===== src/verilog/ofp_pkg.sv =====
// constants shared by the outgoing frame pulse generator
package ofp_pkg;

    ////////////////////////////////////////////////////////////////////////////
    // clock
    localparam int CLK_PERIOD_NS = 8;                  // 125 MHz system clock

    ////////////////////////////////////////////////////////////////////////////
    // frame geometry
    localparam logic [3:0] FRAME_ROWS = 4'h9;          // rows per transport frame
    localparam logic [10:0] STM1_COLS = 11'h10e;       // 270 byte columns, one stm-1
    localparam logic [10:0] STM4_COLS = 11'h438;       // 1080 byte columns, stm-4
    localparam logic [10:0] STM1_C1_COL = 11'h006;     // first c1 after 3 a1 + 3 a2
    localparam logic [10:0] STM4_C1_COL = 11'h018;     // first c1 after 12 a1 + 12 a2
    localparam logic [3:0] PAYLOAD_ROW = 4'h3;         // row holding the pointer bytes
    localparam logic [8:0] PAYLOAD_COL = 9'h009;       // first payload column of a row
    localparam logic [9:0] PTR_PER_ROW = 10'h057;      // 87 pointer steps per row
    localparam logic [9:0] PTR_RESET = 10'h000;        // pointer value after reset
    localparam int STREAMS = 4;                        // stm-1 streams inside an stm-4

    ////////////////////////////////////////////////////////////////////////////
    // timing counts
    localparam int V1_BYTES_AFTER_J1 = 3;              // v1 mark is third byte after j1
    localparam int STM4_INTERLEAVE = 4;                // stm-4 byte interleave factor
    localparam int V1_TAP_STM4 = V1_BYTES_AFTER_J1 * STM4_INTERLEAVE;
    localparam int BYPASS_DELAY = 2;                   // delay stages before the output flop

    ////////////////////////////////////////////////////////////////////////////
    // register map, byte offsets, one 32-bit word each
    localparam logic [5:0] REG_CTRL = 6'h00;           // enables, bypass, v1 marking
    localparam logic [5:0] REG_STATUS = 6'h04;         // frame position and mode
    localparam logic [5:0] REG_PTR_BASE = 6'h08;       // msb at base+8k, lsb at base+8k+4
    localparam logic [5:0] REG_PTR_LAST = 6'h24;       // last pointer register
    localparam logic [31:0] CTRL_RESET = 32'h0000_0000;
    localparam int CTRL_TGE_POS = 0;                   // [3:0] tributary group enable
    localparam int CTRL_BYP_POS = 4;                   // [7:4] tributary group bypass
    localparam int CTRL_V1_POS = 8;                    // [11:8] first tributary mark enable
    localparam int STAT_ROW_POS = 0;                   // [3:0] row counter
    localparam int STAT_COL_POS = 4;                   // [14:4] column counter
    localparam int STAT_MODE_POS = 16;                 // [16] width select as sampled

    // bus handshake states
    typedef enum logic {
        OFP_BUS_IDLE,
        OFP_BUS_ANSWER
    } ofp_bus_state_t;

endpackage : ofp_pkg

===== src/verilog/ofp_frame_pulse_gen.sv =====
// Our own choices: the Avalon-MM register port and the placing of the registers.
`timescale 1ns/1ns
`default_nettype none
// What this block does
// - stm-1: pulse first c1 on own lane
// - stm-1: pulse also on each j1 byte
// - enabled, not bypassed: j1 from pointer registers
// - v1 enable: pulse third byte after j1
// - bypass: j1/v1 pulses delay incoming pulse; in stm-4 only stream 1's bypass does, for all four streams
// - stm-1: outputs change on clock rising edge
// - stm-4: pulse 1 marks first stm-4 c1
// - stm-4: pulse 1 marks every stm-1 j1
// - stm-4: each stm-1 uses own pointer pair
// - stm-4: pulse 1 changes on rising edge
// - stm-4: pulse 2 meaningless, held low
module ofp_frame_pulse_gen
    import ofp_pkg::*;
(
    // clock and reset
    input wire logic CLK,
    input wire logic RST,
    // avalon-mm register slave
    input wire logic [5:0] AVS_ADDRESS,
    input wire logic AVS_READ,
    input wire logic AVS_WRITE,
    input wire logic [31:0] AVS_WRITEDATA,
    output logic [31:0] AVS_READDATA,
    output logic AVS_WAITREQUEST,
    // interface mode and incoming frame pulses
    input wire logic OUTGOING_INTERFACE_WIDTH_SELECT,
    input wire logic [1:0] INCOMING_FRAME_J1_PULSE,
    // outgoing composite frame pulses, lane 1 and lane 2
    output logic [1:0] OUTGOING_COMPOSITE_FRAME_PULSE
);

    ////////////////////////////////////////////////////////////////////////////
    // declarations
    ofp_bus_state_t bus_state_reg;           // avalon handshake state
    logic wait_reg;                          // drives waitrequest
    logic [31:0] rdata_reg;                  // read data held for the answer cycle
    logic [31:0] ctrl_reg;                   // enables, bypass and v1 marking
    logic [9:0] ptr_reg [STREAMS];           // outgoing pointer per stm-1 stream
    logic mode_reg;                          // width select, 1 = stm-1 lanes
    logic [3:0] row_reg;                     // frame row counter
    logic [10:0] col_reg;                    // frame column counter
    logic [10:0] col_last;                   // last column for the current mode
    logic [3:0] j1_row [STREAMS];            // j1 row per stream
    logic [8:0] j1_col [STREAMS];            // j1 column per stream
    logic [3:0] tge;                         // tributary group enable per stream
    logic [3:0] byp;                         // tributary group bypass per stream
    logic [3:0] v1en;                        // first tributary mark enable per stream
    logic [3:0] bypassed;                    // bypass in effect per stream
    logic [1:0] sub;                         // stm-1 slot of the current stm-4 byte
    logic [8:0] sub_col;                     // column inside that stm-1
    logic c1_hit;                            // counter sits on the first c1
    logic [1:0] j1_hit;                      // counter sits on a j1, per lane
    logic [V1_TAP_STM4-1:0] j1_dly1_reg;     // lane 1 j1 history for v1 marking
    logic [V1_BYTES_AFTER_J1-1:0] j1_dly2_reg; // lane 2 j1 history for v1 marking
    logic [BYPASS_DELAY-1:0] in_dly_reg [2]; // incoming pulse delay lines
    logic [1:0] v1_hit;                      // v1 position reached, per lane
    logic [1:0] pulse_next;                  // next value of the outputs
    logic [1:0] pulse_reg;                   // output flops
    logic req;                               // a bus request is present
    logic [2:0] ptr_idx;                     // pointer register index from the address

    assign req = AVS_READ | AVS_WRITE;
    assign ptr_idx = 3'((AVS_ADDRESS - REG_PTR_BASE) >> 2);

    ////////////////////////////////////////////////////////////////////////////
    // control fields
    assign tge = ctrl_reg[CTRL_TGE_POS +: 4];
    assign byp = ctrl_reg[CTRL_BYP_POS +: 4];
    assign v1en = ctrl_reg[CTRL_V1_POS +: 4];
    assign bypassed = ~tge | byp;

    ////////////////////////////////////////////////////////////////////////////
    // avalon handshake: every access waits one cycle, answer in the second
    always_ff @(posedge CLK or posedge RST) begin
        if (RST) begin
            bus_state_reg <= OFP_BUS_IDLE;
            wait_reg <= 1'b1;
        end else begin
            case (bus_state_reg)
                OFP_BUS_IDLE: begin
                    // request seen: drop waitrequest for one cycle
                    if (req) begin
                        bus_state_reg <= OFP_BUS_ANSWER;
                        wait_reg <= 1'b0;
                    end
                end
                OFP_BUS_ANSWER: begin
                    // master samples waitrequest low here and releases
                    bus_state_reg <= OFP_BUS_IDLE;
                    wait_reg <= 1'b1;
                end
                default: begin
                    bus_state_reg <= OFP_BUS_IDLE;
                    wait_reg <= 1'b1;
                end
            endcase
        end
    end

    ////////////////////////////////////////////////////////////////////////////
    // read data: captured in the idle cycle so it stands during the answer
    always_ff @(posedge CLK or posedge RST) begin
        if (RST) begin
            rdata_reg <= 32'h0000_0000;
        end else if (bus_state_reg == OFP_BUS_IDLE && AVS_READ) begin
            if (AVS_ADDRESS == REG_CTRL) begin
                rdata_reg <= ctrl_reg;
            end else if (AVS_ADDRESS == REG_STATUS) begin
                // live frame position, useful when aligning downstream logic
                rdata_reg <= 32'h0000_0000;
                rdata_reg[STAT_ROW_POS +: 4] <= row_reg;
                rdata_reg[STAT_COL_POS +: 11] <= col_reg;
                rdata_reg[STAT_MODE_POS] <= mode_reg;
            end else if (AVS_ADDRESS >= REG_PTR_BASE && AVS_ADDRESS <= REG_PTR_LAST
                         && AVS_ADDRESS[1:0] == 2'h0) begin
                // even index is msb (bits 9:8), odd index is lsb (bits 7:0)
                if (ptr_idx[0]) begin
                    rdata_reg <= {24'h00_0000, ptr_reg[ptr_idx[2:1]][7:0]};
                end else begin
                    rdata_reg <= {30'h0000_0000, ptr_reg[ptr_idx[2:1]][9:8]};
                end
            end else begin
                // unmapped addresses read as zero
                rdata_reg <= 32'h0000_0000;
            end
        end
    end

    ////////////////////////////////////////////////////////////////////////////
    // control register write, takes effect at the answer edge
    always_ff @(posedge CLK or posedge RST) begin
        if (RST) begin
            ctrl_reg <= CTRL_RESET;
        end else if (bus_state_reg == OFP_BUS_ANSWER && AVS_WRITE && AVS_ADDRESS == REG_CTRL) begin
            // only the twelve defined bits are kept
            ctrl_reg <= {20'h0_0000, AVS_WRITEDATA[11:0]};
        end
    end

    ////////////////////////////////////////////////////////////////////////////
    // pointer register pairs; software writes msb and lsb separately
    always_ff @(posedge CLK or posedge RST) begin
        if (RST) begin
            for (int i = 0; i < STREAMS; i++) begin
                ptr_reg[i] <= PTR_RESET;
            end
        end else if (bus_state_reg == OFP_BUS_ANSWER && AVS_WRITE
                     && AVS_ADDRESS >= REG_PTR_BASE && AVS_ADDRESS <= REG_PTR_LAST
                     && AVS_ADDRESS[1:0] == 2'h0) begin
            if (ptr_idx[0]) begin
                ptr_reg[ptr_idx[2:1]][7:0] <= AVS_WRITEDATA[7:0];
            end else begin
                ptr_reg[ptr_idx[2:1]][9:8] <= AVS_WRITEDATA[1:0];
            end
        end
    end

    ////////////////////////////////////////////////////////////////////////////
    // pointer to j1 position, one locator per stm-1 stream
    for (genvar k = 0; k < STREAMS; k++) begin : g_loc
        ofp_j1_locator u_loc (
            .ptr(ptr_reg[k]),
            .j1_row(j1_row[k]),
            .j1_col(j1_col[k])
        );
    end

    ////////////////////////////////////////////////////////////////////////////
    // interface width select; a change restarts frame timing
    always_ff @(posedge CLK or posedge RST) begin
        if (RST) begin
            mode_reg <= 1'b1;
        end else begin
            mode_reg <= OUTGOING_INTERFACE_WIDTH_SELECT;
        end
    end

    ////////////////////////////////////////////////////////////////////////////
    // frame position counter: one byte per clock on every lane
    assign col_last = mode_reg ? (STM1_COLS - 11'h001) : (STM4_COLS - 11'h001);

    always_ff @(posedge CLK or posedge RST) begin
        if (RST) begin
            row_reg <= 4'h0;
            col_reg <= 11'h000;
        end else if (mode_reg != OUTGOING_INTERFACE_WIDTH_SELECT) begin
            // new geometry: start a fresh frame rather than run off the end
            row_reg <= 4'h0;
            col_reg <= 11'h000;
        end else if (col_reg >= col_last) begin
            col_reg <= 11'h000;
            row_reg <= (row_reg == FRAME_ROWS - 4'h1) ? 4'h0 : row_reg + 4'h1;
        end else begin
            col_reg <= col_reg + 11'h001;
        end
    end

    ////////////////////////////////////////////////////////////////////////////
    // position decode: stm-4 bytes interleave the four stm-1 streams
    always_comb begin
        sub = mode_reg ? 2'h0 : col_reg[1:0];
        sub_col = mode_reg ? col_reg[8:0] : col_reg[10:2];
        if (mode_reg) begin
            c1_hit = (row_reg == 4'h0) && (col_reg == STM1_C1_COL);
            // each lane uses its own stream's pointer
            j1_hit[0] = tge[0] && !byp[0] && row_reg == j1_row[0]
                        && col_reg[8:0] == j1_col[0];
            j1_hit[1] = tge[1] && !byp[1] && row_reg == j1_row[1]
                        && col_reg[8:0] == j1_col[1];
        end else begin
            c1_hit = (row_reg == 4'h0) && (col_reg == STM4_C1_COL);
            // the slot picks which stm-1 pointer pair applies
            j1_hit[0] = tge[sub] && !byp[sub] && row_reg == j1_row[sub]
                        && sub_col == j1_col[sub];
            j1_hit[1] = 1'b0;
        end
    end

    ////////////////////////////////////////////////////////////////////////////
    // j1 history; v1 sits three bytes of the same stream after j1
    always_ff @(posedge CLK or posedge RST) begin
        if (RST) begin
            j1_dly1_reg <= '0;
            j1_dly2_reg <= '0;
        end else begin
            j1_dly1_reg <= {j1_dly1_reg[V1_TAP_STM4-2:0], j1_hit[0]};
            j1_dly2_reg <= {j1_dly2_reg[V1_BYTES_AFTER_J1-2:0], j1_hit[1]};
        end
    end

    // in stm-4 three bytes of one stream span twelve clocks
    always_comb begin
        if (mode_reg) begin
            v1_hit[0] = v1en[0] && j1_dly1_reg[V1_BYTES_AFTER_J1-1];
            v1_hit[1] = v1en[1] && j1_dly2_reg[V1_BYTES_AFTER_J1-1];
        end else begin
            // the delayed j1 came from the stream of the current slot
            v1_hit[0] = v1en[sub] && j1_dly1_reg[V1_TAP_STM4-1];
            v1_hit[1] = 1'b0;
        end
    end

    ////////////////////////////////////////////////////////////////////////////
    // incoming pulse delay lines used while bypass is in effect
    always_ff @(posedge CLK or posedge RST) begin
        if (RST) begin
            in_dly_reg[0] <= '0;
            in_dly_reg[1] <= '0;
        end else begin
            for (int l = 0; l < 2; l++) begin
                in_dly_reg[l] <= {in_dly_reg[l][BYPASS_DELAY-2:0], INCOMING_FRAME_J1_PULSE[l]};
            end
        end
    end

    ////////////////////////////////////////////////////////////////////////////
    // combine c1, j1 and v1 marks per lane
    always_comb begin
        pulse_next = 2'h0;
        if (mode_reg) begin
            for (int l = 0; l < 2; l++) begin
                if (bypassed[l]) begin
                    // j1/v1 come from the incoming pulse; c1 stays local
                    pulse_next[l] = c1_hit || in_dly_reg[l][BYPASS_DELAY-1];
                end else begin
                    pulse_next[l] = c1_hit || j1_hit[l] || v1_hit[l];
                end
            end
        end else begin
            // the whole stm-4 follows stream 1's bypass setting
            if (bypassed[0]) begin
                pulse_next[0] = c1_hit || in_dly_reg[0][BYPASS_DELAY-1];
            end else begin
                pulse_next[0] = c1_hit || j1_hit[0] || v1_hit[0];
            end
            pulse_next[1] = 1'b0;
        end
    end

    ////////////////////////////////////////////////////////////////////////////
    // output flops; each decoded position lasts one clock, but stm-4 marks in adjacent slots merge into one longer pulse
    always_ff @(posedge CLK or posedge RST) begin
        if (RST) begin
            pulse_reg <= 2'h0;
        end else begin
            pulse_reg <= pulse_next;
        end
    end

    assign OUTGOING_COMPOSITE_FRAME_PULSE = pulse_reg;
    assign AVS_READDATA = rdata_reg;
    assign AVS_WAITREQUEST = wait_reg;

endmodule : ofp_frame_pulse_gen
`default_nettype wire


===== src/verilog/ofp_j1_locator.sv =====
`timescale 1ns/1ns
`default_nettype none
// turns an au pointer value into the row and column of j1 in one stm-1
module ofp_j1_locator
    import ofp_pkg::*;
(
    // pointer value from the msb/lsb register pair
    input wire logic [9:0] ptr,
    // j1 position inside the stm-1 frame
    output logic [3:0] j1_row,
    output logic [8:0] j1_col
);

    ////////////////////////////////////////////////////////////////////////////
    // locate j1: each pointer step is three bytes, 87 steps per row
    logic [3:0] step_row;   // whole rows past the pointer row
    logic [6:0] step_rem;   // steps left inside the row
    logic [4:0] raw_row;    // row before wrapping into the next frame

    always_comb begin
        step_row = 4'(ptr / PTR_PER_ROW);
        step_rem = 7'(ptr - 10'(10'(step_row) * PTR_PER_ROW));
        raw_row = 5'(PAYLOAD_ROW) + 5'(step_row);
        // payload past row 8 continues in rows 0-2 of the next frame
        if (raw_row >= 5'(FRAME_ROWS)) begin
            j1_row = 4'(raw_row - 5'(FRAME_ROWS));
        end else begin
            j1_row = raw_row[3:0];
        end
        j1_col = PAYLOAD_COL + 9'(9'(step_rem) * 9'h003);
    end

endmodule : ofp_j1_locator
`default_nettype wire


===== config.mk =====
export PLATFORM = sky130hd
export DESIGN_NAME = ofp_frame_pulse_gen
export DESIGN_NICKNAME = d
export VERILOG_FILES = /design/src/verilog/ofp_pkg.sv /design/src/verilog/ofp_frame_pulse_gen.sv /design/src/verilog/ofp_j1_locator.sv
export SDC_FILE = /design/constraint.sdc
export NUM_CORES = 1
export LEC_CHECK = 0
export BUFFER_PORTS_ARGS = -buffer_cell sky130_fd_sc_hd__buf_2
export CAP_MARGIN = 0
export CORE_MARGIN = 2
export CORE_UTILIZATION = 58
export DETAILED_ROUTE_END_ITERATION = 6
export PLACE_DENSITY = 0.79
export SETUP_SLACK_MARGIN = 0.5
export SYNTH_ARGS = -nofsm -noshare
export SYNTH_HDL_FRONTEND = slang
export SYNTH_SLANG_ARGS = --single-unit

===== constraint.sdc =====
create_clock -name CLK -period 8.7 [get_ports CLK]
set_clock_uncertainty 0.15 [all_clocks]
set_input_delay 0.87 -clock CLK [delete_from_list [all_inputs] [get_ports CLK]]
set_output_delay 0.87 -clock CLK [all_outputs]
set_load 0.01 [all_outputs]

After elaboration in Yosys (flattened, before gate mapping)
Index checks and enable logic that the tools add are counted.
{"block": "classes", "addsub": 19, "div": 4, "n_eq_ne": 12, "n_reduce_logical": 36, "bitwise": 6, "mul": 8, "n_mux": 48, "n_lt_le_gt_ge": 11}
{"cell": "$mux W32", "n": 3}
{"cell": "$bwmux W40", "n": 2}
{"cell": "$demux W10 S2", "n": 2}
{"cell": "$div A10 B7 Y10 const B", "n": 4}
{"cell": "$mux W40", "n": 1}
{"cell": "$add A4 B9 Y9 const A", "n": 4}
{"cell": "$mul A7 B2 Y9 const B", "n": 4}
{"cell": "$mux W4", "n": 9}
{"cell": "$mux W11", "n": 3}
{"cell": "$mux W10", "n": 3}
{"cell": "$mul A4 B7 Y7 const B", "n": 4}
{"cell": "$sub A7 B7 Y7", "n": 4}
{"cell": "$eq A9 B9 Y1", "n": 3}
{"cell": "$mux W9", "n": 3}
{"cell": "$logic_and A1 B1 Y1", "n": 23}
{"cell": "$add A2 B4 Y5 const A", "n": 4}
{"cell": "$bmux W10 S2", "n": 1}
{"cell": "$ge A5 B4 Y1 const B", "n": 4}
{"cell": "$bmux W9 S2", "n": 1}
{"cell": "$mux W8", "n": 2}
{"cell": "$sub A4 B4 Y4 const B", "n": 4}
{"cell": "$eq A4 B4 Y1", "n": 3}
{"cell": "$add A11 B1 Y11 const B", "n": 1}
{"cell": "$eq A11 B3 Y1 const B", "n": 1}
{"cell": "29 further kinds", "n": 51}
{"block": "totals", "word_cells": 160, "regBits": 123, "output_inout_bits": 35, "in_bits": 45}

Depth between registers and ports, before layout
Gate-level depths: netlist of the first run.
{"block": "logic_depth", "ltp_word": 15, "mapped_depth": 46}

By module
Synthesis of the first run repeated with hierarchy kept, for this count alone.
{"block": "hier_totals", "cells_unflattened": 1650, "hier_area_um2": 14597.8}
{"module": "ofp_j1_locator at g_loc[0].u_loc ...", "cells_each": 297, "instances": 3, "area_each_um2": 2255.9}
{"module": "ofp_frame_pulse_gen", "cells_each": 486, "instances": 1, "area_each_um2": 5768.0}
{"module": "ofp_j1_locator at g_loc[3].u_loc", "cells_each": 273, "instances": 1, "area_each_um2": 2062.0}

Worst setup path before layout of the first run
OpenSTA, ideal clock, no wires.
{"block": "synth_path", "path_kind": "reg-to-reg", "startpoint": "reg ptr_reg[13] in the netlist's numbering", "endpoint": "reg pulse_reg[0] (netlist: OUTGOING_COMPOSITE_FRAME_PULSE[0])", "t_required_ns": 8.464, "arrival_time_ns": 9.125, "slack_ns": -0.661, "stages_incl_launch_ff": 45, "setup_ns": 0.086, "cell_sequence": "dfrtp_1 ha_1 a21o_1 o21ai_0 o21ai_1 o41a_1 buf_2 xnor2_1 ha_1 or3_1 a31oi_1 mux2i_1 a211o_1 o211a_1 o32a_1 o21ai_1 nand2_1 inv_1 (+9 left out) o21bai_1 a21oi_1 xnor2_1 xnor2_1 xor2_1 ha_1 inv_1 ha_1 a21oi_1 xnor2_1 mux4_2 xor2_1 nand3b_1 nand2b_1 a31o_2 a2bb2oi_1 a41oi_1 nor3_1"}
{"block": "synth_between", "elab_chain_len": 15}
{"item": "start: declaration", "line_no": "ofp_frame_pulse_gen.sv:42", "text": "logic [9:0] ptr_reg [STREAMS];"}
{"item": "start signal: indexed assignment", "line_no": "ofp_frame_pulse_gen.sv:155", "text": "ptr_reg[ptr_idx[2:1]][7:0] <= AVS_WRITEDATA[7:0];"}
{"item": "start signal: indexed assignment", "line_no": "ofp_frame_pulse_gen.sv:157", "text": "ptr_reg[ptr_idx[2:1]][9:8] <= AVS_WRITEDATA[1:0];"}
{"item": "$div A10 B7 Y10", "line_no": "ofp_j1_locator.sv:21", "text": "step_row = 4'(ptr / PTR_PER_ROW);"}
{"item": "$mul A4 B7 Y7 / $add A2 B4 Y5 (equally long branches)", "line_no": "ofp_j1_locator.sv:22, ofp_j1_locator.sv:23"}
{"item": "$sub A7 B7 Y7, or another cell as far along", "line_no": "ofp_j1_locator.sv:22", "text": "step_rem = 7'(ptr - 10'(10'(step_row) * PTR_PER_ROW));"}
{"item": "$mul A7 B2 Y9 / $mux W4 (equally long branches)", "line_no": "ofp_j1_locator.sv:30, ofp_j1_locator.sv:25"}
{"item": "$add A4 B9 Y9 / $bmux W4 S2 (equally long branches)", "line_no": "ofp_j1_locator.sv:30, ofp_frame_pulse_gen.sv:217"}
{"item": "$bmux W9 S2 / $mux W4 (equally long branches)", "line_no": "ofp_frame_pulse_gen.sv:218, ofp_frame_pulse_gen.sv:217"}
{"item": "$mux W9 (implied by the code) / $mux W4 (equally long branches)", "line_no": "ofp_frame_pulse_gen.sv:218, ofp_frame_pulse_gen.sv:217"}
{"item": "$mux W9 (implied by the code) / $eq A4 B4 Y1 (equally long branches)", "line_no": "ofp_frame_pulse_gen.sv:218, ofp_frame_pulse_gen.sv:217"}
{"item": "$eq A9 B9 Y1 / $logic_and A1 B1 Y1 (equally long branches)", "line_no": "ofp_frame_pulse_gen.sv:218, ofp_frame_pulse_gen.sv:217"}
{"item": "$logic_and A1 B1 Y1 *", "line_no": "ofp_frame_pulse_gen.sv:218", "text": "&& sub_col == j1_col[sub];"}
{"item": "$mux W2 *", "line_no": "ofp_frame_pulse_gen.sv:207", "text": "if (mode_reg) begin"}
{"item": "$logic_or A1 B1 Y1 * (2 in a row)", "line_no": "ofp_frame_pulse_gen.sv:270, ofp_frame_pulse_gen.sv:278"}
{"item": "$mux W1 *", "line_no": "ofp_frame_pulse_gen.sv:266, ofp_frame_pulse_gen.sv:275"}
{"item": "$mux W2 *", "line_no": "ofp_frame_pulse_gen.sv:264", "text": "if (mode_reg) begin"}
{"item": "via pulse_next[0]", "line_no": "ofp_frame_pulse_gen.sv:61", "text": "logic [1:0] pulse_next;"}
{"item": "end signal: assignment", "line_no": "ofp_frame_pulse_gen.sv:290", "text": "pulse_reg <= pulse_next;"}
{"item": "end: declaration", "line_no": "ofp_frame_pulse_gen.sv:62", "text": "logic [1:0] pulse_reg;"}
The timed path passes the listed nets; every way through them passes the cells marked *. The select of a mux whose other input is x is not followed.
A chain may end at the register's enable or synchronous reset.

Final worst setup path of the first run
{"block": "layout_path", "startpoint": "reg ptr_reg[7] in the netlist's numbering", "endpoint": "reg pulse_reg[0] (netlist: OUTGOING_COMPOSITE_FRAME_PULSE[0])"}
{"block": "layout_between", "elab_chain_len": 15}
{"item": "$div A10 B7 Y10 *", "line_no": "ofp_j1_locator.sv:21"}
{"item": "$mul A4 B7 Y7 / $add A2 B4 Y5 (equally long branches)", "line_no": "ofp_j1_locator.sv:22, ofp_j1_locator.sv:23"}
{"item": "$sub A7 B7 Y7, or another cell as far along", "line_no": "ofp_j1_locator.sv:22"}
{"item": "$mul A7 B2 Y9 / $mux W4 (equally long branches)", "line_no": "ofp_j1_locator.sv:30, ofp_j1_locator.sv:25"}
{"item": "$add A4 B9 Y9 / $bmux W4 S2 (equally long branches)", "line_no": "ofp_j1_locator.sv:30, ofp_frame_pulse_gen.sv:217"}
{"item": "$bmux W9 S2 / $mux W4 (equally long branches)", "line_no": "ofp_frame_pulse_gen.sv:218, ofp_frame_pulse_gen.sv:217"}
{"item": "$mux W9 (implied by the code) / $mux W4 (equally long branches)", "line_no": "ofp_frame_pulse_gen.sv:218, ofp_frame_pulse_gen.sv:217"}
{"item": "$mux W9 (implied by the code) / $eq A4 B4 Y1 (equally long branches)", "line_no": "ofp_frame_pulse_gen.sv:218, ofp_frame_pulse_gen.sv:217"}
{"item": "$eq A9 B9 Y1 / $logic_and A1 B1 Y1 (equally long branches)", "line_no": "ofp_frame_pulse_gen.sv:218, ofp_frame_pulse_gen.sv:217"}
{"item": "$logic_and A1 B1 Y1 *", "line_no": "ofp_frame_pulse_gen.sv:218"}
{"item": "$mux W2 *", "line_no": "ofp_frame_pulse_gen.sv:207"}
{"item": "$logic_or A1 B1 Y1 * (2 in a row)", "line_no": "ofp_frame_pulse_gen.sv:270, ofp_frame_pulse_gen.sv:278"}
{"item": "$mux W1 *", "line_no": "ofp_frame_pulse_gen.sv:266, ofp_frame_pulse_gen.sv:275"}
{"item": "$mux W2 *", "line_no": "ofp_frame_pulse_gen.sv:264"}
{"item": "via pulse_next[0]", "line_no": "ofp_frame_pulse_gen.sv:61"}
Marks and branches as above.

==> results of run 1 <==
## cell families after synthesis
logic type	count (synthesis)	synth area share [%]
simple gates	516	17.27
compound gates	475	22.71
xor+xnor	160	9.586
mux	100	8.670
flops	107	18.15
fa+ha+maj	172	15.98
other cells	1	0.02540
buf+inv	266	7.602
## metal layers
layer	track usage [%]	wire, um	up-vias
met4	13.12	1907	4
met2	53.78	20760	633
li1	-	-	6760
met5	0	27	-
met3	5.333	3070	134
met1	41.31	18160	6858
## through the flow
stage / util [%] / hold slack, ps / cell area [um^2] / cells / worst slack (ps)
3_5_place_dp: 64.73 / 184.7 / 16250 / 2219 / -176.4
3_3_place_gp: 64.73 / 182.1 / 16250 / 2219 / -9.686
6_report: 69.84 / 200.3 / 17540 / 2294 / -20.67
5_1_grt: 69.84 / 210.8 / 17540 / 2294 / -474.1
2_1_floorplan: - / 181.2 / 15040 / 1812 / 93.05
4_1_cts: 67.51 / 201.8 / 16950 / 2262 / 14.14
## placed cells by master (no fill, tap or decap), types with 18 or more instances in the layout
cell type	count
sky130_fd_sc_hd__nand2_1	128
sky130_fd_sc_hd__xor2_1	52
sky130_fd_sc_hd__nand4_1	25
sky130_fd_sc_hd__nand2b_1	24
sky130_fd_sc_hd__nand3_1	51
sky130_fd_sc_hd__ha_1	128
sky130_fd_sc_hd__o211ai_1	23
sky130_fd_sc_hd__mux2_2	58
sky130_fd_sc_hd__a21o_1	30
sky130_fd_sc_hd__o21ai_0	65
sky130_fd_sc_hd__o21bai_1	27
sky130_fd_sc_hd__nor3_1	43
sky130_fd_sc_hd__buf_4	197
sky130_fd_sc_hd__dfrtp_1	97
sky130_fd_sc_hd__nor2_1	117
sky130_fd_sc_hd__buf_2	43
sky130_fd_sc_hd__mux2i_1	22
sky130_fd_sc_hd__and3_1	18
sky130_fd_sc_hd__a21oi_1	82
sky130_fd_sc_hd__inv_1	140
sky130_fd_sc_hd__o31ai_1	23
sky130_fd_sc_hd__xnor2_1	96
sky130_fd_sc_hd__fa_1	23
sky130_fd_sc_hd__a31oi_1	23
## synthesized netlist by cell type (29+ instances only)
library cell | n | share of area [%]
sky130_fd_sc_hd__nand2b_1 | 29 | 1.2
sky130_fd_sc_hd__clkbuf_1 | 61 | 1.6
sky130_fd_sc_hd__xor2_1 | 54 | 3.2
sky130_fd_sc_hd__a21o_1 | 31 | 1.6
sky130_fd_sc_hd__nor3_1 | 46 | 1.6
sky130_fd_sc_hd__nand2_1 | 133 | 3.4
sky130_fd_sc_hd__nand3_1 | 51 | 1.7
sky130_fd_sc_hd__o21ai_0 | 71 | 2.4
sky130_fd_sc_hd__mux2_2 | 58 | 4.4
sky130_fd_sc_hd__inv_1 | 147 | 3.7
sky130_fd_sc_hd__a21oi_1 | 92 | 3.1
sky130_fd_sc_hd__nor2_1 | 117 | 3.0
sky130_fd_sc_hd__ha_1 | 143 | 12
sky130_fd_sc_hd__xnor2_1 | 105 | 6.2
sky130_fd_sc_hd__dfrtp_1 | 105 | 18
## area by class of cell
cell class              instances  share of cell area, %
clock buffers                  10                  1.306
multi-input cells            1439                  66.87
clock inverters                 6                 0.3139
well taps                     330                  2.354
repair buffers                249                  10.52
flip-flops and latches        107                  15.34
inverters                     153                  3.303
## how the worst min path moves through the flow
stage                   startpoint             end  slack, ps  cells after the start
floorplan            in_dly_reg[0]   in_dly_reg[1]        180                      0
global placement     in_dly_reg[0]   in_dly_reg[1]        180                      0
detailed placement  j1_dly1_reg[1]  j1_dly1_reg[2]        180                      0
CTS                 j1_dly1_reg[1]  j1_dly1_reg[2]        200                      0
global route        j1_dly1_reg[6]  j1_dly1_reg[7]        210                      0
finish              j1_dly2_reg[0]  j1_dly2_reg[1]        200                      0
## timing repair
| action | CTS | global route |
|---|---|---|
| gates cloned | 0 | 1 |
| gates resized for setup | 43 | 59 |
| setup endpoints to repair | 4 | 4 |
| hold endpoints to repair | 0 | 0 |
| pin swaps | 61 | 64 |
| setup buffers | 27 | 31 |
==> results by stage, run 1 <==
Logic synthesis:
- In this run, synthesis inferred 0 flip-flops with an integrated enable.
- The share of async-settable or async-resettable flops after synthesis is 100.0%.
- The prevailing post-synth register cell is sky130_fd_sc_hd__dfrtp_1.
- The average cell area after synthesis is 8.215 um^2.
- For this run, the number of Yosys warnings is 0.
- The cell area that synthesis handed to floorplanning was 14760 um^2.
- The sequential share of the synthesized area is 18.15%.
- The flip-flop and latch count after synthesis is 107.
- The cell count after synthesis is 1797.
- The number of different library cells in the post-synthesis netlist is 105.

STA:
- The final number of max-transition violations is 0.
- Static timing analysis puts the maximum clock frequency at 114.7 MHz.
- The pin slew with the least headroom to its limit is around 1200 ps.
- Setup repair after global routing could not meet its margin everywhere.
- Setup violations remaining at the end of the flow were counted as 1.
- The worst path uses 100.2% of the clock period.
- The count of endpoints failing hold in the final timing report is 0.
- The setup slack after layout is -20.67 ps.
- In this run the tightest slew margin relative to its limit is 20.36%.
- The total negative slack is -20.67 ps.
- For the finished layout, the period the worst path requires is 8721 ps.

Critical path:
- The worst setup path is of the flip-flop to flip-flop kind.
- The worst setup path is launched from a flip-flop.
- The end of the critical path is OUTGOING_COMPOSITE_FRAME_PULSE[0].
- At the worst endpoint, the arrival time is 8840 ps.
- The maximum cell stage delay along the critical path is 540 ps.
- Of all nets on the critical path, the largest fanout is 9.
- The endpoint class of the critical path is a flip-flop.
- The critical path buffer and inverter count is 5.
- The slowest stage of the critical path is the sky130_fd_sc_hd__mux4_2 cell.
- The endpoint identified for the worst register-to-register timing path is OUTGOING_COMPOSITE_FRAME_PULSE[0].
- Measured in cells, the most critical reg-to-reg path has a length of 43.
- The kind of cell with the highest combined delay along the critical path is compound AO/OA/AOI/OAI gates.
- The timing startpoint of the critical path is ptr_reg[7].
- The critical path data required time is between 8000 and 9000 ps.
- The source of the worst register-to-register timing path is ptr_reg[7].
- Counting buffers and inverters, the worst setup path is 43 cells deep.
- The minimum setup slack among reg-to-reg paths is -20 ps.

CTS:
- In this run, post-CTS hold repair placed 0 buffers.
- The CTS buffer count is 9.
- Counting along the longest clock path gives a buffer depth of 2.
- The TritonCTS clock tree is built.
- The number of clock sinks seen by CTS is 107.
- After clock tree synthesis, the clock-pin slew on the worst setup and hold paths is 80 ps.
- The clock insertion delay at the later pin of the skew report is 360 ps.
- CTS built an H-tree with a depth of 3.
- CTS placed an instance of sky130_fd_sc_hd__clkbuf_16 at the clock tree root.

Final layout:
- The net count reported at finish is between 2000 and 2500.
- The number of flip-flops in the largest register is 40.
- Relative to the synthesized area, the layout overhead comes to 18.79%.
- The total area of multi-input combinational cells is 11730 um^2.
- The post-route netlist has around a quarter of its cells at a drive strength greater than 1.
- The number of filler instances in the final layout is between 1500 and 2000.
- The final antenna diode count is 0.
- Registers take roughly 2700 um^2.

Drt:
- The number of iterations in the first detailed-routing pass is 6.
- The count of vias placed by the detailed router is 14390.
- In the routed design, unresolved DRC markers number 0.
- The number of vias per cell after detailed routing is 6.272.
- The number of DRC markers after the initial detailed-route iteration is between 1000 and 1500.
- The average detailed-routed wire length per instance is 19.15 um.
- The final layout contains routed wiring with a total length of 43930 um.
- The detail route stage leaves a number of antenna-violating nets equal to 0.

Run status:
- The final reports fail on negative setup slack.
- The run finished, with violations left.

Die:
- In this run the standard cell core region covers 25110 um^2.
- The initialized floorplan defines 58 standard-cell rows.
- The floorplan die height is 163.5 um.
- The overall die area is about 27000 um^2.
- The boundary pin count is 80.
- The initial utilization of the core area, before any placement, comes to 58.80%.
- The width of the die is between 150 and 200 um.

GRT:
- The overflow left after global routing is 0.
- The wire length of the first global-routing pass is 69170 um.
- Global routing used 32.14% of the available tracks.
- The number of antenna violations at the first check in global routing is 2.
- The via count of the first global-routing pass was 13750.
- The pin count of the biggest net entering global routing is 59.

Place:
- The final weighted congestion in routability-driven placement is 0.9523.
- After legalization and detailed placement, the total HPWL measured 32920 um.
- The count of input and output buffers is 43.

Flow run:
- The tool flagged a number of max-cap violations equal to 0.

Hold path:
- The worst hold path belongs to the class flip-flop to flip-flop.
Power of run 1 is not shown: default switching activity piles up to over one toggle a cycle in this logic, so the estimate is an artifact.
==> run 2, diff against run 1 <==
--- a/config.mk
+++ b/config.mk
@@ -14,4 +14,5 @@
 export SETUP_SLACK_MARGIN = 0.5
 export SYNTH_ARGS = -nofsm -noshare
 export SYNTH_HDL_FRONTEND = slang
+export SYNTH_HIERARCHICAL = 1
 export SYNTH_SLANG_ARGS = --single-unit
==> run 2 against run 1 <==
Against the previous run: the flow now finishes without violations; synthesized cell count fell by 8.2%; global-route usage fell by 3.9 points; maximum frequency rose by 10%; count of clock-buffer cells in the layout fell by 1; worst setup slack improved by 800 ps; hold slack improved by 1.0 ps; synthesized area fell by 1.1%; cell count fell by 11%; routed wire length fell by 12%; non-clock buffer count fell by 111; register-to-register slack improved by 800 ps.
==> results by stage, run 2 <==
Run status:
- Result of the run: complete, no violations (was finished with violations).

Critical path:
- The minimum setup slack among reg-to-reg paths was 780 ps (was -20 ps).
- The end of the critical path is OUTGOING_COMPOSITE_FRAME_PULSE[0] (unchanged).
- The category of the critical setup timing path is flip-flop to flip-flop (unchanged).
- The endpoint class of the critical path is a flip-flop (unchanged).
- The maximum cell stage delay along the critical path is 490 ps (was 540 ps).
- The timing startpoint of the critical path is ptr_reg[33] (was ptr_reg[7]).
- The source of the worst register-to-register timing path is ptr_reg[33] (was ptr_reg[7]).
- The top fanout value on the critical path is 7 (was 9).
- The nature of the critical path startpoint is a flip-flop (unchanged).
- The data arrival time at the worst-slack endpoint is 8020 ps (was 8840 ps).
- The cell repeated most along the worst path is sky130_fd_sc_hd__ha_1.
- The critical path data required time is 8800 ps (was 8820 ps).
- The reg-to-reg critical path endpoint is OUTGOING_COMPOSITE_FRAME_PULSE[0] (unchanged).
- The number of cells on the worst reg-to-reg path was 33 (was 43).
- The slowest stage cell on the critical path is sky130_fd_sc_hd__mux4_2 (unchanged).

Place:
- The final weighted congestion in routability-driven placement is 0.9332 (was 0.9523).
- The final HPWL from detailed placement is 28600 um (was 32920 um).
- The count of input and output buffers came to 43 (unchanged).
- The total placed cells including tap cells was 1978 (was 2219).

Logic synthesis:
- The combinational family with the most area after synthesis was compound AO/OA/AOI/OAI gates (unchanged).
- The prevailing post-synth register cell is sky130_fd_sc_hd__dfrtp_1 (unchanged).
- The number of different library cells in the post-synthesis netlist was 106 (was 105).
- The post-synthesis simple-gate area fraction is 15.75% (was 17.27%).
- The complex-gate fraction of the synthesized area is 21.86% (was 22.71%).
- The share of the synthesized area in the top cell type is 18.00% (was 17.80%).
- The share of cell area taken by muxes after synthesis is 9.437% (was 8.670%).
- The post-synthesis adder-cell area fraction was 16.95% (was 15.98%).
- The cell count after synthesis is 1650 (was 1797).
- The warning count from the yosys run was 6 (was 0).
- The XOR/XNOR share of the synthesized area is 9.051% (was 9.586%).
- Leading post-synthesis cells by instance count: sky130_fd_sc_hd__ha_1, sky130_fd_sc_hd__inv_1, sky130_fd_sc_hd__nand2_1 (was sky130_fd_sc_hd__inv_1, sky130_fd_sc_hd__ha_1, sky130_fd_sc_hd__nand2_1).
- The flip-flop and latch count after synthesis is 107 (unchanged).
- The cell type contributing the most total cell area after synthesis was sky130_fd_sc_hd__dfrtp_1 (unchanged).
- The most common cell in the synthesized netlist is sky130_fd_sc_hd__ha_1 (was sky130_fd_sc_hd__inv_1).
- The combined area of all synthesized cells is 14600 um^2 (was 14760 um^2).
- Top area cells in the synthesized netlist: sky130_fd_sc_hd__dfrtp_1, sky130_fd_sc_hd__ha_1, sky130_fd_sc_hd__xnor2_1 (unchanged).
- The share of async-settable or async-resettable flops after synthesis is 100.0% (unchanged).
- The number of enable flip-flop cells after synthesis was 0 (unchanged).
- The average cell area after synthesis is 8.847 um^2 (was 8.215 um^2).
- The sequential share of the synthesized area is 18.36% (was 18.15%).

CTS:
- The clock input transition at the sequential cells of the worst setup and hold paths is 80 ps (about the same).
- The maximum count of clock buffers along a single path is 2 (unchanged).
- The clock insertion delay at the later pin of the skew report is 360 ps (about the same).
- The number of H-tree levels is 3 (unchanged).
- The master cell of the clock root buffer is sky130_fd_sc_hd__clkbuf_16 (unchanged).
- The CTS buffer count came to 9 (unchanged).
- The TritonCTS clock tree is built (unchanged).
- The number of clock sinks seen by CTS is 107 (unchanged).

Final layout:
- The post-synthesis to final-layout area growth came to 9.437% (was 18.79%).
- The net count reported at finish came to 1930 (was 2175).
- The sequential cell area in the final layout is 2713 um^2 (was 2690 um^2).
- The total area of multi-input combinational cells is 11020 um^2 (was 11730 um^2).
- Most frequent cells in the layout: sky130_fd_sc_hd__inv_1, sky130_fd_sc_hd__ha_1, sky130_fd_sc_hd__nand2_1 (was sky130_fd_sc_hd__buf_4, sky130_fd_sc_hd__inv_1, sky130_fd_sc_hd__nand2_1, sky130_fd_sc_hd__ha_1, sky130_fd_sc_hd__nor2_1).
- The final antenna diode count is 0 (unchanged).
- The fraction of layout cells with a size suffix above 1 was 22.88% (was 24.95%).
- The number of filler instances in the final layout is 1976 (was 1916).
- The most common cell after layout, fill and taps aside is sky130_fd_sc_hd__inv_1 (was sky130_fd_sc_hd__buf_4).
- The filler-free cell count of the finished design is 2039 (was 2294).
- The number of flip-flops in the largest register is 40 (unchanged).

Flow run:
- The number of max-cap violations came to 0 (unchanged).

STA:
- The period utilization was 91.09% (was 100.2%).
- The number of setup violations in the final report was 0 (was 1).
- The maximum achievable frequency is 126.2 MHz (was 114.7 MHz).
- The count of endpoints failing hold in the final timing report is 0 (unchanged).
- RSZ-0062 raised after global routing: false (was true).
- The final number of max-transition violations is 0 (unchanged).
- The total negative slack was 0 ps (was -20.67 ps).
- The worst slew margin relative to its limit is 19.96% (was 20.36%).
- The pin slew with the least headroom to its limit is 1191 ps (was 1193 ps).
- The final period demand of the worst path is 7925 ps (was 8721 ps).

GRT:
- The global router's overall resource usage is 28.26% (was 32.14%).
- The wire length of the first global-routing pass is 61090 um (was 69170 um).
- The number of antenna violations at the first check in global routing is 0 (was 2).
- The overflow left after global routing is 0 (unchanged).
- The via count of the first global-routing pass was 12030 (was 13750).
- The pin count of the biggest net entering global routing is 65 (was 59).

Die:
- The overall die area was 26450 um^2 (was 26750 um^2).
- The standard cell core area was 24960 um^2 (was 25110 um^2).
- The initial core utilization is 58.48% (was 58.80%).
- The floorplan die height is 162.6 um (was 163.5 um).
- The width of the die is 162.6 um (was 163.5 um).
- The boundary pin count was 80 (unchanged).
- The number of placement rows was 58 (unchanged).

Drt:
- The number of vias per cell after detailed routing came to 6.311 (was 6.272).
- The number of iterations in the first detailed-routing pass is 6 (unchanged).
- The average detailed-routed wire length per instance is 18.92 um (was 19.15 um).
- The count of antenna-violating nets left after detailed routing was 0 (unchanged).
- The count of vias placed by the detailed router is 12870 (was 14390).
- The residual DRC count is 0 (unchanged).
- The number of DRC markers after the initial detailed-route iteration is 1297 (was 1397).
- The wire length after detailed routing is 38580 um (was 43930 um).

Pwr:
- The leakage power of the design is 7.011 nW.
- Power spread over the standard cell area amounts to 328.1 nW/um^2.
- The worst supply voltage drop on vdd is roughly 0.00030 V.

Hold path:
- The classification of the worst-slack hold path is flip-flop to flip-flop (unchanged).
run 2: changes by cell type in the layout (fill, tap and decap cells not counted), moves of 13 or more:
cell                       previous run  this run
sky130_fd_sc_hd__buf_4              197        92
sky130_fd_sc_hd__nor2_1             117        65
sky130_fd_sc_hd__xor2_1              52        31
sky130_fd_sc_hd__ha_1               128       147
sky130_fd_sc_hd__nor2b_1             15        33
sky130_fd_sc_hd__nand3_1             51        34
sky130_fd_sc_hd__dfrtp_1             97        81
sky130_fd_sc_hd__dfrtp_2              8        23
sky130_fd_sc_hd__o21bai_1            27        12
sky130_fd_sc_hd__o21ai_0             65        52
run 2: routing by layer:
metal  track usage [%]  routed length [um]
met4             7.482                1169
met1             36.79               15990
met5                 0                   0
met3             4.176                2865
met2             49.21               18560
run 2: worst min path at each step:
stage / start / endpoint / slack, ps / depth (start not counted)
2_1_floorplan: in_dly_reg[0] / in_dly_reg[1] / 180 / 0
3_3_place_gp: j1_dly1_reg[1] / j1_dly1_reg[2] / 180 / 0
5_1_grt: j1_dly2_reg[0] / j1_dly2_reg[1] / 210 / 0
4_1_cts: j1_dly2_reg[0] / j1_dly2_reg[1] / 200 / 0
6_report: j1_dly2_reg[0] / j1_dly2_reg[1] / 200 / 0
3_5_place_dp: j1_dly1_reg[7] / j1_dly1_reg[8] / 180 / 0
run 2: cell families after synthesis:
logic type	Yosys count
buffers and inverters	266
AOI/OAI and AO/OA	410
adders and majority gates	181
DFF	107
other	1
xor gates and xnor gates	150
and+or+nand+nor	436
muxes	99
run 2: where the power goes:
part / switching (W) / total [W] / internal, W / leakage, nW
logic: 0.00222 / 0.00421 / 0.00198 / 5.45
registers: 0.0000880 / 0.000621 / 0.000533 / 1.41
clock network: 0.000210 / 0.000415 / 0.000206 / 0.149
total: 0.00252 / 0.00524 / 0.00272 / 7.01
run 2: critical path, delay by kind of cell, from the launching register on:
family / cells / cell delay [ps]
AOI/OAI and AO/OA: 15 / 3090
xor gates and xnor gates: 5 / 890
adders and majority gates: 6 / 1690
buffers and inverters: 1 / 60
DFF: 1 / 470
muxes: 1 / 490
and+or+nand+nor: 5 / 940
run 2: cell type report:
class                      count  share of cell area (%)
clock inverter                 7                  0.4778
inverter                     156                   3.712
tap                          330                   2.585
sequential                   107                   16.98
timing repair buffer         138                   5.858
multi-input combinational   1292                   68.98
clock buffer                   9                   1.410
run 2: timing repair:
action                     in CTS  in global routing
pin swaps                       1                 22
gates resized for setup        35                 55
hold buffers                    0                  0
setup buffers                   0                 45
setup endpoints to repair       3                  4
run 2: through the flow:
stage	total power, W	hold WS, ps	setup WS [ps]	util (%)	cell area (um^2)
floorplan	0.003700	181.2	695.9	-	14650
global placement	0.004371	181.8	416.7	60.08	15000
detailed placement	0.004471	184.7	250.5	60.08	15000
CTS	0.004958	203.3	518.2	61.72	15410
global route	0.005640	214.2	419.0	63.99	15980
finish	0.005241	201.3	775.5	63.99	15980
Note: power is estimated with default switching activity, not from simulation.
==> run 3, diff against run 2 <==
--- a/config.mk
+++ b/config.mk
@@ -6,12 +6,12 @@
 export NUM_CORES = 1
 export LEC_CHECK = 0
 export BUFFER_PORTS_ARGS = -buffer_cell sky130_fd_sc_hd__buf_2
-export CAP_MARGIN = 0
+export CAP_MARGIN = 5
 export CORE_MARGIN = 2
-export CORE_UTILIZATION = 58
+export CORE_UTILIZATION = 65
 export DETAILED_ROUTE_END_ITERATION = 6
-export PLACE_DENSITY = 0.79
-export SETUP_SLACK_MARGIN = 0.5
+export PLACE_DENSITY = 0.84
+export SETUP_SLACK_MARGIN = 0.15
 export SYNTH_ARGS = -nofsm -noshare
 export SYNTH_HDL_FRONTEND = slang
 export SYNTH_HIERARCHICAL = 1
==> constraint.sdc (replaced) <==
create_clock -name CLK -period 9.7 [get_ports CLK]
set_clock_uncertainty 0.15 [all_clocks]
set_input_delay 0.97 -clock CLK [delete_from_list [all_inputs] [get_ports CLK]]
set_output_delay 0.97 -clock CLK [all_outputs]
set_load 0.01 [all_outputs]
==> run 3 against run 2 <==
Against the previous run: register-to-register slack worse by 90 ps; worst setup slack got worse by 93 ps; global-route usage rose by 2.5 points; non-clock buffer count is 76 lower; die area fell by 11%; sequential power shrank 7.2%; cell count is 6.2% lower; maximum frequency decreased by 12%; count of clock-buffer cells in the layout is the same.
==> results by stage, run 3 (synthesized netlist as in run 2, its figures left out) <==
Run status:
- Result of the run: complete, no violations (unchanged).

Pwr:
- The leakage power of the design is 6.576 nW (was 7.011 nW).
- The power density over the cells is 294.2 nW/um^2 (was 328.1 nW/um^2).
- The worst supply voltage drop on vdd came to 0.0002241 V (was 0.0003015 V).

GRT:
- The pin count of the biggest net entering global routing came to 73 (was 65).
- The most congested layer reported by global routing is met2 (unchanged).
- The number of antenna violations at the first check in global routing is 0 (unchanged).
- The global router's overall resource usage is 30.77% (was 28.26%).
- The wire length of the first global-routing pass was 60020 um (was 61090 um).
- The overflow left after global routing is 0 (unchanged).
- The via count of the first global-routing pass is 12090 (was 12030).
- The met2 usage in global routing is 52.98% (was 49.21%).
- The met1 usage came to 40.12% (was 36.79%).
- The met3 layer usage reported by global route is 3.664% (was 4.176%).

Critical path:
- The endpoint class of the critical path is a flip-flop (unchanged).
- The nature of the critical path startpoint is a flip-flop (unchanged).
- The category of the critical setup timing path is flip-flop to flip-flop (unchanged).
- The top fanout value on the critical path is 15 (was 7).
- The cell repeated most along the worst path is sky130_fd_sc_hd__ha_1 (unchanged).
- The source of the worst register-to-register timing path is ptr_reg[9] (was ptr_reg[33]).
- The slowest stage cell on the critical path is sky130_fd_sc_hd__dfrtp_1 (was sky130_fd_sc_hd__mux4_2).
- The maximum cell stage delay along the critical path came to 690 ps (was 490 ps).
- The timing startpoint of the critical path is ptr_reg[9] (was ptr_reg[33]).
- The minimum setup slack among reg-to-reg paths is 680 ps (was 780 ps).
- The data arrival time at the worst-slack endpoint is 9150 ps (was 8020 ps).
- The critical path data required time is 9830 ps (was 8800 ps).

Final layout:
- The final antenna diode count was 0 (unchanged).
- The fraction of layout cells with a size suffix above 1 is 14.64% (was 22.88%).
- The filler-free cell count of the finished design is 1913 (was 2039).
- The most common cell after layout, fill and taps aside is sky130_fd_sc_hd__ha_1 (was sky130_fd_sc_hd__inv_1).
- The sequential cell area in the final layout is 2686 um^2 (was 2713 um^2).
- The net count reported at finish came to 1854 (was 1930).
- The post-route cell area is 15000 um^2 (was 15980 um^2).
- The number of flip-flops in the largest register was 40 (unchanged).
- The number of filler instances in the final layout is 1671 (was 1976).
- Most frequent cells in the layout: sky130_fd_sc_hd__ha_1, sky130_fd_sc_hd__inv_1, sky130_fd_sc_hd__nand2_1 (was sky130_fd_sc_hd__inv_1, sky130_fd_sc_hd__ha_1, sky130_fd_sc_hd__nand2_1).
- The post-synthesis to final-layout area growth is 2.769% (was 9.437%).
- The total area of multi-input combinational cells is 10730 um^2 (was 11020 um^2).
- The core utilization of the finished layout is 68.32% (was 63.99%).

Die:
- The width of the die is 153.9 um (was 162.6 um).
- The initial core utilization is 66.48% (was 58.48%).
- The boundary pin count is 80 (unchanged).
- The standard cell core area is 21960 um^2 (was 24960 um^2).
- The overall die area is 23670 um^2 (was 26450 um^2).
- The number of placement rows was 54 (was 58).
- The floorplan die height is 153.9 um (was 162.6 um).

Place:
- The total placed instance area is 14690 um^2 (was 15000 um^2).
- The final HPWL from detailed placement is 27840 um (was 28600 um).
- The count of input and output buffers came to 43 (unchanged).
- The final weighted congestion in routability-driven placement is 0.9380 (was 0.9332).
- The total placed cells including tap cells is 1895 (was 1978).

STA:
- The worst slew margin relative to its limit is 31.22% (was 19.96%).
- The period utilization was 92.96% (was 91.09%).
- The pin slew with the least headroom to its limit is 1032 ps (was 1191 ps).
- The total negative slack is 0 ps (unchanged).
- The number of setup violations in the final report is 0 (unchanged).
- The final period demand of the worst path is 9017 ps (was 7925 ps).
- The final number of max-transition violations is 0 (unchanged).
- The count of endpoints failing hold in the final timing report is 0 (unchanged).
- RSZ-0062 raised after global routing: false (unchanged).
- The maximum achievable frequency is 110.9 MHz (was 126.2 MHz).
- The worst-case hold slack is 200.8 ps (was 201.3 ps).

CTS:
- The number of H-tree levels came to 3 (unchanged).
- The maximum count of clock buffers along a single path is 2 (unchanged).
- The clock insertion delay at the later pin of the skew report came to 360 ps (about the same).
- The TritonCTS clock tree was built (unchanged).
- The CTS buffer count is 9 (unchanged).
- The count of hold buffers inserted by post-cts repair is 0 (unchanged).
- The number of clock sinks seen by CTS is 107 (unchanged).
- The master cell of the clock root buffer is sky130_fd_sc_hd__clkbuf_16 (unchanged).
- The clock input transition at the sequential cells of the worst setup and hold paths was 80 ps (about the same).

Drt:
- The number of DRC markers after the initial detailed-route iteration was 1155 (was 1297).
- The average detailed-routed wire length per instance is 19.08 um (was 18.92 um).
- The number of iterations in the first detailed-routing pass came to 5 (was 6).
- The count of vias placed by the detailed router is 12510 (was 12870).
- The wire length after detailed routing was 36510 um (was 38580 um).
- The number of vias per cell after detailed routing was 6.537 (was 6.311).
- The count of antenna-violating nets left after detailed routing is 0 (unchanged).
- The residual DRC count is 0 (unchanged).

Hold path:
- The source of the worst hold timing path is j1_dly1_reg[3] (was j1_dly2_reg[0]).
- The classification of the worst-slack hold path is flip-flop to flip-flop (unchanged).

Flow run:
- The number of max-cap violations came to 0 (unchanged).
==> run 3: critical path, delay by kind of cell, from the launching register on <==
family / cells / cell delay, ps
multiplexers: 2 / 820
buffers and inverters: 5 / 500
AND/OR/NAND/NOR: 8 / 1700
XOR/XNOR: 5 / 1000
flip-flops: 1 / 690
adder cells (fa/ha/maj): 6 / 1960
AO/OA/AOI/OAI: 10 / 2100
==> run 3: power by group <==
group	switching (W)	total (W)	internal, W
Sequential	0.000101	0.000576	0.000475
Clock	0.000180	0.000359	0.000179
Combinational	0.00185	0.00348	0.00163
Total	0.00213	0.00441	0.00229
==> run 3: layer usage <==
| metal | routed length, um | up-vias |
|---|---|---|
| met3 | 2620 | 105 |
| li1 | - | 5845 |
| met4 | 1243 | 0 |
| met1 | 15270 | 5991 |
| met5 | 0 | - |
| met2 | 17370 | 564 |
==> run 3: layout make-up <==
| type | instances | area share (%) |
|---|---|---|
| clock buffers | 9 | 1.501 |
| inverters | 156 | 3.953 |
| flip-flops and latches | 107 | 17.91 |
| well taps | 280 | 2.335 |
| multi-input cells | 1292 | 71.54 |
| clock inverters | 7 | 0.3753 |
| repair buffers | 62 | 2.385 |
==> run 3: path summary, 6_finish.rpt <==
check	end	cells after the start
max	OUTGOING_COMPOSITE_FRAME_PULSE[0]	36
max in group asynchronous	ptr_reg[6]	3
min reg2reg	j1_dly1_reg[4]	0
max reg2reg	OUTGOING_COMPOSITE_FRAME_PULSE[0]	36
min	j1_dly1_reg[4]	0
min in group asynchronous	AVS_READDATA[16]	2
==> run 3: repair_timing <==
action / CTS / global route
endpoints found under the hold margin: 0 / 0
setup endpoints to repair: 0 / 2
gates resized for setup: 0 / 7
setup buffers: 0 / 2
==> run 3: stage by stage <==
stage / worst slack [ps] / power [W]
after floorplan: 1696 / 0.003319
after global placement: 1086 / 0.003825
after detailed placement: 730.6 / 0.003981
after CTS: 644.4 / 0.004356
after global routing: 160.1 / 0.004758
final: 683.0 / 0.004413
